`src/pwm_pkg.sv`:
```
// Package for the 14-bit PWM generator: register map, fields, reset values, carriers
package pwm_pkg;

    localparam int unsigned ADDR_W   = 12;
    localparam int unsigned DATA_W   = 32;
    localparam int unsigned DUTY_W   = 14;
    localparam int unsigned UPPER_W  = 6;
    localparam int unsigned LOWER_W  = 8;
    localparam int unsigned SEL_W    = 2;
    localparam int unsigned PRE_W    = 3;
    localparam int unsigned PERIOD_W = 18;

    // Printed offsets are register indices; byte address is four times the index
    localparam logic [7:0] IDX_CONTROL = 8'hd0;
    localparam logic [7:0] IDX_UPPER   = 8'hd1;
    localparam logic [7:0] IDX_LOWER   = 8'hd2;
    localparam logic [7:0] IDX_STATUS  = 8'hd3;

    localparam logic [ADDR_W-1:0] ADDR_CONTROL = {2'h0, IDX_CONTROL, 2'h0};
    localparam logic [ADDR_W-1:0] ADDR_UPPER   = {2'h0, IDX_UPPER, 2'h0};
    localparam logic [ADDR_W-1:0] ADDR_LOWER   = {2'h0, IDX_LOWER, 2'h0};
    localparam logic [ADDR_W-1:0] ADDR_STATUS  = {2'h0, IDX_STATUS, 2'h0};

    // Field positions
    localparam int unsigned SEL_LSB     = 0;
    localparam int unsigned UPPER_LSB   = 0;
    localparam int unsigned LOWER_LSB   = 0;
    localparam int unsigned ST_CNT_LSB  = 0;
    localparam int unsigned ST_OUT_BIT  = 16;
    localparam int unsigned ST_SEL_LSB  = 18;

    // Clock-select codes
    localparam logic [SEL_W-1:0] SEL_DIV2  = 2'h0;
    localparam logic [SEL_W-1:0] SEL_DIV4  = 2'h1;
    localparam logic [SEL_W-1:0] SEL_DIV8  = 2'h2;
    localparam logic [SEL_W-1:0] SEL_DIV16 = 2'h3;

    // Reset values
    localparam logic [SEL_W-1:0]   CONTROL_RST = 2'h0;
    localparam logic [UPPER_W-1:0] UPPER_RST   = 6'h00;
    localparam logic [LOWER_W-1:0] LOWER_RST   = 8'h00;
    localparam logic [DUTY_W-1:0]  DUTY_RST    = 14'h0000;
    localparam logic [DUTY_W-1:0]  COUNT_MAX   = 14'h3fff;
    localparam logic [PRE_W-1:0]   PRE_RST     = 3'h0;
    localparam logic [DATA_W-1:0]  RDATA_ZERO  = 32'h0000_0000;
    localparam logic [PERIOD_W-1:0] PERIOD_ONE = 18'h00001;
    localparam logic [PERIOD_W-1:0] PERIOD_BASE = 18'h04000;

    typedef struct packed {
        logic [ADDR_W-1:0] addr;
        logic              write;
        logic [DATA_W-1:0] wdata;
    } pwm_apb_req_t;

    typedef struct packed {
        logic [SEL_W-1:0]  sel;
        logic              out;
        logic [DUTY_W-1:0] count;
    } pwm_status_t;

    // System clocks per modulation step: 1, 2, 4, 8
    function automatic logic [PRE_W-1:0] pwm_step_limit(input logic [SEL_W-1:0] sel);
        pwm_step_limit = PRE_W'((1 << sel) - 1);
    endfunction : pwm_step_limit

    // System clocks per waveform period: 16384 << sel
    function automatic logic [PERIOD_W-1:0] pwm_period(input logic [SEL_W-1:0] sel);
        pwm_period = PERIOD_BASE << sel;
    endfunction : pwm_period

endpackage : pwm_pkg

```
`src/pwm_prescaler.sv`:
```
// Prescaler: divided PWM input clock and one step pulse per half input clock
`timescale 1ns/10ps
`default_nettype none
module pwm_prescaler (
    input  wire logic                        pclk,
    input  wire logic                        presetn,
    input  wire logic [pwm_pkg::SEL_W-1:0]   clock_select,
    output logic                             step,
    output logic                             input_clk
);

    logic [pwm_pkg::PRE_W-1:0] div_cnt_reg;
    logic [pwm_pkg::PRE_W-1:0] div_cnt_next;
    logic                      step_reg;
    logic                      step_next;
    logic                      iclk_reg;
    logic                      iclk_next;

    always_comb begin
        div_cnt_next = div_cnt_reg + 3'h1;
        step_next    = 1'b0;
        iclk_next    = iclk_reg;
        // Compare with >= so a narrower select taken mid-count cannot stall
        if (div_cnt_reg >= pwm_pkg::pwm_step_limit(clock_select)) begin // RQ2
            div_cnt_next = pwm_pkg::PRE_RST;
            step_next    = 1'b1;
            iclk_next    = ~iclk_reg; // RQ5
        end
    end

    always_ff @(posedge pclk or negedge presetn) begin
        if (!presetn) begin
            div_cnt_reg <= pwm_pkg::PRE_RST;
            step_reg    <= 1'b0;
            iclk_reg    <= 1'b0;
        end else begin
            div_cnt_reg <= div_cnt_next;
            step_reg    <= step_next;
            iclk_reg    <= iclk_next;
        end
    end

    assign step      = step_reg;
    assign input_clk = iclk_reg;

    logic [pwm_pkg::SEL_W-1:0] sel_q;
    always_ff @(posedge pclk or negedge presetn) begin
        if (!presetn) begin
            sel_q <= pwm_pkg::CONTROL_RST;
        end else begin
            sel_q <= clock_select;
        end
    end
endmodule : pwm_prescaler
`default_nettype wire

```
`src/pwm_top.sv`:
```
// 14-bit PWM generator top: APB register file, period counter and waveform output
//
// Notes on behaviour
// RQ1: Duty is upper 6 bits from one register joined with lower 8 bits.
// RQ2: Divide-by-16 select clocks the PWM from system clock over sixteen.
// RQ3: Divide-by-16 gives 131072-clock period and 8-clock minimum width.
// RQ4: Divide-by-8 gives 65536-clock period and 4-clock minimum width.
// RQ5: Every output interval is timed by the prescaled input clock.
// RQ6: Select codes 0..3 divide by 2,4,8,16; divide-by-2 gives 16384 and 1.
//
// Our own choice: the APB interface to the registers.
`timescale 1ns/10ps
`default_nettype none
module pwm_top (
    input  wire logic                         pclk,
    input  wire logic                         presetn,
    input  wire logic                         psel,
    input  wire logic                         penable,
    input  wire logic                         pwrite,
    input  wire logic [pwm_pkg::ADDR_W-1:0]   paddr,
    input  wire logic [pwm_pkg::DATA_W-1:0]   pwdata,
    output logic      [pwm_pkg::DATA_W-1:0]   prdata,
    output logic                              pready,
    output logic                              pslverr,
    output logic                              pwm_out
);

    pwm_pkg::pwm_apb_req_t req;
    assign req = '{addr: paddr, write: pwrite, wdata: pwdata};

    // Bus slave state
    logic                          pready_reg;
    logic                          pready_next;
    logic [pwm_pkg::DATA_W-1:0]    prdata_reg;
    logic [pwm_pkg::DATA_W-1:0]    prdata_next;
    logic                          pslverr_reg;
    logic                          pslverr_next;

    // Register file state
    logic [pwm_pkg::SEL_W-1:0]     sel_reg;
    logic [pwm_pkg::SEL_W-1:0]     sel_next;
    logic [pwm_pkg::UPPER_W-1:0]   upper_reg;
    logic [pwm_pkg::UPPER_W-1:0]   upper_next;
    logic [pwm_pkg::LOWER_W-1:0]   lower_reg;
    logic [pwm_pkg::LOWER_W-1:0]   lower_next;

    // Waveform state
    logic [pwm_pkg::DUTY_W-1:0]    cnt_reg;
    logic [pwm_pkg::DUTY_W-1:0]    cnt_next;
    logic [pwm_pkg::DUTY_W-1:0]    duty_act_reg;
    logic [pwm_pkg::DUTY_W-1:0]    duty_act_next;
    logic                          out_reg;
    logic                          out_next;

    logic                          step;
    logic                          wrap;
    logic                          setup;
    logic                          commit;
    logic                          mapped;
    logic [pwm_pkg::DUTY_W-1:0]    duty_pend;
    pwm_pkg::pwm_status_t          status;

    function automatic logic pwm_is_mapped(input logic [pwm_pkg::ADDR_W-1:0] a);
        pwm_is_mapped = (a == pwm_pkg::ADDR_CONTROL) || (a == pwm_pkg::ADDR_UPPER) ||
                        (a == pwm_pkg::ADDR_LOWER) || (a == pwm_pkg::ADDR_STATUS);
    endfunction : pwm_is_mapped

    pwm_prescaler u_prescaler (
        .pclk         (pclk),
        .presetn      (presetn),
        .clock_select (sel_reg),
        .step         (step),
        .input_clk    ()
    );

    assign setup     = psel && !penable;
    assign commit    = psel && penable && pready_reg;
    assign mapped    = pwm_is_mapped(req.addr);
    assign duty_pend = {upper_reg, lower_reg}; // RQ1
    assign status    = '{sel: sel_reg, out: out_reg, count: cnt_reg};

    // Answer prepared in the setup cycle, so access phase completes at once
    always_comb begin
        pready_next  = setup;
        pslverr_next = 1'b0;
        prdata_next  = pwm_pkg::RDATA_ZERO;
        if (setup) begin
            pslverr_next = !mapped;
            if (!req.write && req.addr == pwm_pkg::ADDR_STATUS) begin
                prdata_next[pwm_pkg::ST_CNT_LSB +: pwm_pkg::DUTY_W] = status.count;
                prdata_next[pwm_pkg::ST_OUT_BIT]                    = status.out;
                prdata_next[pwm_pkg::ST_SEL_LSB +: pwm_pkg::SEL_W]  = status.sel;
            end
        end
    end

    always_ff @(posedge pclk or negedge presetn) begin
        if (!presetn) begin
            pready_reg  <= 1'b0;
            pslverr_reg <= 1'b0;
            prdata_reg  <= pwm_pkg::RDATA_ZERO;
        end else begin
            pready_reg  <= pready_next;
            pslverr_reg <= pslverr_next;
            prdata_reg  <= prdata_next;
        end
    end

    // Write-only registers; a write lands at the completing edge only
    always_comb begin
        sel_next   = sel_reg;
        upper_next = upper_reg;
        lower_next = lower_reg;
        if (commit && req.write) begin
            if (req.addr == pwm_pkg::ADDR_CONTROL) begin
                sel_next = req.wdata[pwm_pkg::SEL_LSB +: pwm_pkg::SEL_W]; // RQ6
            end
            if (req.addr == pwm_pkg::ADDR_UPPER) begin
                upper_next = req.wdata[pwm_pkg::UPPER_LSB +: pwm_pkg::UPPER_W]; // RQ1
            end
            if (req.addr == pwm_pkg::ADDR_LOWER) begin
                lower_next = req.wdata[pwm_pkg::LOWER_LSB +: pwm_pkg::LOWER_W]; // RQ1
            end
        end
    end

    always_ff @(posedge pclk or negedge presetn) begin
        if (!presetn) begin
            sel_reg   <= pwm_pkg::CONTROL_RST;
            upper_reg <= pwm_pkg::UPPER_RST;
            lower_reg <= pwm_pkg::LOWER_RST;
        end else begin
            sel_reg   <= sel_next;
            upper_reg <= upper_next;
            lower_reg <= lower_next;
        end
    end

    // Duty taken only at period end, so a split two-register update made between two successive wraps never glitches
    assign wrap = step && (cnt_reg == pwm_pkg::COUNT_MAX);

    always_comb begin
        cnt_next      = cnt_reg;
        duty_act_next = duty_act_reg;
        out_next      = out_reg;
        if (step) begin // RQ5
            cnt_next = cnt_reg + 14'h0001;
            if (wrap) begin
                duty_act_next = duty_pend; // RQ1
            end
            out_next = (cnt_next < duty_act_next); // RQ3 RQ4 RQ6
        end
    end

    always_ff @(posedge pclk or negedge presetn) begin
        if (!presetn) begin
            cnt_reg      <= pwm_pkg::DUTY_RST;
            duty_act_reg <= pwm_pkg::DUTY_RST;
            out_reg      <= 1'b0;
        end else begin
            cnt_reg      <= cnt_next;
            duty_act_reg <= duty_act_next;
            out_reg      <= out_next;
        end
    end

    assign prdata  = prdata_reg;
    assign pready  = pready_reg;
    assign pslverr = pslverr_reg;
    assign pwm_out = out_reg;

    // Helper counters read only by the checks below
    logic [pwm_pkg::PERIOD_W-1:0] hold_reg;
    logic [pwm_pkg::PERIOD_W-1:0] since_wrap_reg;
    logic [pwm_pkg::SEL_W-1:0]    sel_q;

    always_ff @(posedge pclk or negedge presetn) begin
        if (!presetn) begin
            hold_reg       <= '0;
            since_wrap_reg <= '0;
            sel_q          <= pwm_pkg::CONTROL_RST;
        end else begin
            sel_q <= sel_reg;
            if (sel_reg != sel_q) begin
                hold_reg <= '0;
            end else if (hold_reg != '1) begin
                hold_reg <= hold_reg + pwm_pkg::PERIOD_ONE;
            end
            since_wrap_reg <= wrap ? '0 : since_wrap_reg + pwm_pkg::PERIOD_ONE;
        end
    end

    // Settled once the last wrap came after the latest select change: the
    // interval since then is made of whole steps at the new rate only
    logic settled;
    assign settled = hold_reg > since_wrap_reg;
endmodule : pwm_top
`default_nettype wire

```
`config.mk`:
```
export PLATFORM = sky130hd
export DESIGN_NAME = pwm_top
export DESIGN_NICKNAME = d
export VERILOG_FILES = /design/src/pwm_pkg.sv /design/src/pwm_prescaler.sv /design/src/pwm_top.sv
export SDC_FILE = /design/constraint.sdc
export NUM_CORES = 1
export LEC_CHECK = 0
export BUFFER_PORTS_ARGS = -buffer_cell sky130_fd_sc_hd__buf_2
export CAP_MARGIN = 20
export CORE_MARGIN = 5
export CORE_UTILIZATION = 53
export CTS_CLUSTER_SIZE = 16
export DETAILED_ROUTE_END_ITERATION = 7
export GPL_TIMING_DRIVEN = 0
export PLACE_DENSITY = 0.87
export SLEW_MARGIN = 20
export SYNTH_ARGS = -nofsm -noshare
export SYNTH_HDL_FRONTEND = slang
export SYNTH_SLANG_ARGS = --single-unit
```
`constraint.sdc`:
```
create_clock -name pclk -period 3.2 [get_ports pclk]
set_input_delay 0.32 -clock pclk [delete_from_list [all_inputs] [get_ports pclk]]
set_output_delay 0.32 -clock pclk [all_outputs]
set_load 0.005 [all_outputs]
```
==> flow_summary_export.csv <==
group,metric,value,unit
timing,worstMarginPinSlew,0.650,ns
pwr,pwr-share-clk,35.0,%
worst_setup_path,path_depth,12,
timing,slew_headroom,56.3,%
die,dieArea,8150,µm²
detailed_routing,dr.pass1.iters,4,
grt,antenna_found_initial,0,
detailed_routing,drtIter0Drc,55,
pwr,sw_frac_of_total,25.7,%
finish,fin_nets,422,
worst_setup_path,cp_slowest_cell,"dfrtp_1",
worst_setup_path,path_cells,"ha_2 -> nand3_2 -> nor4_4 -> buf_4 -> buf_6 -> mux2_4 -> inv_2 -> ha_1 -> nand4_1 -> nor4_2 -> o211ai_1 -> o2111a_1",
worst_setup_path,worstPathArrival,3.22,ns
grt,grt_pass1_vias,2302,
placement,placed_cell_area,3810,µm²
die,dieHeight,90.3,µm
worst_setup_path,setup.worst_path.end_class,"flop",
timing,period_share,93.6,%
pwr,vdd_drop_max,0.275,mV
placement,port_buffers,44,
grt,overflow,0,
pwr,p_sw,480,µW
cts,cts_tree,"built",
cts,numClockSinks,68,
yosys,synth.distinct_cells,43,
timing,setup-violations-final,0,
timing,fin_ws,0.205,ns
die,die_w,90.3,µm
timing,finalHoldViolCount,0,
timing,finalMaxSlewViolations,0,
detailed_routing,finalWirelength,5.89,mm
finish,final.fill_count,495,
cts,cts.htree.levels,3,
yosys,synth_top_area_share,49.8,%
yosys,synth_common_cells,"dfrtp_1 (68), mux2_2 (22), xnor2_1 (19), ha_1 (18), nand2_1 (18)",
yosys,yosys_warnings,0,
yosys,ys_seq_elements,68,
pwr,comb_power_share,14.0,%
finish,antenna_cells,0,
timing,fin_skew,0.00530,ns
yosys,synth_cells,282,
finish,syn2layout_area_growth,18.0,%
pwr,leakagePower,0.00206,µW
die,row_count,29,
detailed_routing,drtAntennaViolNets,0,
yosys,ys.flop_type,"dfrtp_1",
detailed_routing,vias_per_cell,4.97,
worst_setup_path,criticalPathCategory,"reg -> reg",
yosys,ys_top_cells_by_area,"dfrtp_1 (50%), mux2_2 (7.3%), ha_1 (6.6%)",
grt,grt_usage,16.0,%
die,start_util,54.1,%
worst_setup_path,startpoint_type,"flop",
yosys,syn_area,3410,µm²
timing,timing.hold.ws,0.219,ns
die,coreArea,6310,µm²
yosys,synth_seq_area_share,49.8,%
worst_setup_path,required,3.43,ns
worst_setup_path,cp_slowest_stage_delay,0.44,ns
cts,clockRootBuffer,"clkbuf_8",
grt,grt_max_degree,39,
pwr,power.density,463,nW/µm²
yosys,synth_edf_count,0,
run_status,status,"completed",
worst_hold_path,hold_path.class,"in -> reg",
worst_setup_path,cp_top_family,"simple AND/OR/NAND/NOR gates",
timing,fmax,334,MHz
cts,clockBufferDepth,2,
placement,dp_hpwl,4.51,mm
pwr,pwr-share-seq,51.0,%
yosys,async_reset_ff_share,100,%
job,cap_violations,0,
worst_setup_path,path_buf_inv,3,
timing,period_minus_slack,3.00,ns
finish,largest_reg_flops,17,
detailed_routing,wl_per_cell,13.5,µm
finish,design_area,4030,µm²
finish,drive_gt1_share,37.9,%
die,num_io_pins,84,
worst_hold_path,holdPathStages,2,
cts,clkTransAtPathRegs,0.07,ns
detailed_routing,vias,2168,
grt,grt_pass1_wl,10.5,mm
yosys,avgSynthCellArea,12.1,µm²
placement,dp_worst_setup_slack,-0.0255,ns
worst_setup_path,r2r_setup_slack,0.20,ns
yosys,synth.largest_area_cell,"dfrtp_1",
yosys,synth.most_common_cell,"dfrtp_1",
timing,rsz0062_at_grt,"no",
pwr,internal-power,1390,µW
placement,place.gp.congestion,0.896,
cts,clk_latency,0.33,ns
worst_setup_path,r2r.worst_path.cells,12,
detailed_routing,post-route-drc-count,0,
cts,numCtsBuffers,9,
worst_setup_path,critPathMaxFanout,10,
## power by group through the flow
stage                     combinational, µW  clock, µW  sequential (µW)
after floorplan                         179          0              955
after global routing                    302        710              959
after detailed placement                258          0              966
after global placement                  246          0              964
after CTS                               261        672              950
final                                   262        653              951
## layout make-up
| cell class | count | area (µm²) | area share (%) |
|---|---|---|---|
| buffer | 23 | 159 | 3.95 |
| clock buffer | 14 | 183 | 4.54 |
| clock inverter | 1 | 5.00 | 0.124 |
| inverter | 18 | 67.6 | 1.68 |
| multi-input combinational | 187 | 1550 | 38.4 |
| sequential | 68 | 1700 | 42.2 |
| tap | 77 | 96.3 | 2.39 |
| timing repair buffer | 48 | 268 | 6.65 |
## final timing paths
check | start | to
setup / recovery | cnt_reg[0] | pwm_out
hold / removal | pwdata[6] | lower_reg[6]
setup reg to reg | cnt_reg[0] | pwm_out
hold reg to reg | u_prescaler.div_cnt_reg[0] | u_prescaler.div_cnt_reg[0]
max in group asynchronous | presetn | cnt_reg[4]
min in group asynchronous | presetn | pslverr
## stage by stage
stage                     setup TNS [ns]  util, %  total power [µW]  std cells
final                                  0     63.8              1870        436
after floorplan                        0        -              1130        296
after CTS                              0     63.7              1880        436
after global routing                   0     63.8              1970        436
after detailed placement         -0.0255     60.3              1220        418
after global placement          -0.00886     59.9              1210        417
## routing by layer
layer	share of wire [%]	routed length, µm	track usage (%)	vias up
met4	2.5	149	9.31	0
met5	0	0	0	-
met2	50	2960	26.1	45
met1	43	2550	19.5	1045
li1	-	-	-	1065
met3	4.0	235	3.58	13
## cells in the final DEF (no fill, tap or decap), types with 4 or more instances in the layout
cell	instances
clkbuf_8	13
nand4_1	8
mux2_4	9
and2_1	17
inv_1	9
mux2_2	22
buf_2	44
a21oi_1	4
xor2_1	7
ha_1	17
inv_2	9
xnor2_1	19
nand3_1	8
dfrtp_1	68
nor2_1	9
nand2_1	18
conb_1	15
buf_4	19
## logic make-up after synthesis
| logic type | count (synthesis) | share of synthesized area [%] |
|---|---|---|
| compound gates | 14 | 2.78 |
| xor+xnor | 26 | 6.67 |
| fa+ha+maj | 18 | 6.60 |
| buf+inv | 41 | 6.63 |
| flops | 68 | 49.8 |
| mux | 32 | 11.5 |
| other cells | 1 | 0.110 |
| simple gates | 82 | 15.9 |
## worst reg2reg max path, delay by kind of cell, from the launching register on
kind	cells	cell delay [ns]
AO/OA/AOI/OAI	2	0.38
adder cells (fa/ha/maj)	2	0.39
buffers and inverters	3	0.42
flip-flops	1	0.44
multiplexers	1	0.33
AND/OR/NAND/NOR	4	0.93
## what timing repair did
action / 4_1_cts / 5_1_grt
pin swaps: 1 / 0
resized for setup: 0 / 2
hold endpoints to repair: 30 / 0
buffers inserted: 2 / 0
hold buffers: 1 / 0
setup endpoints to repair: 1 / 1
Note: power is estimated with default switching activity, not from simulation.
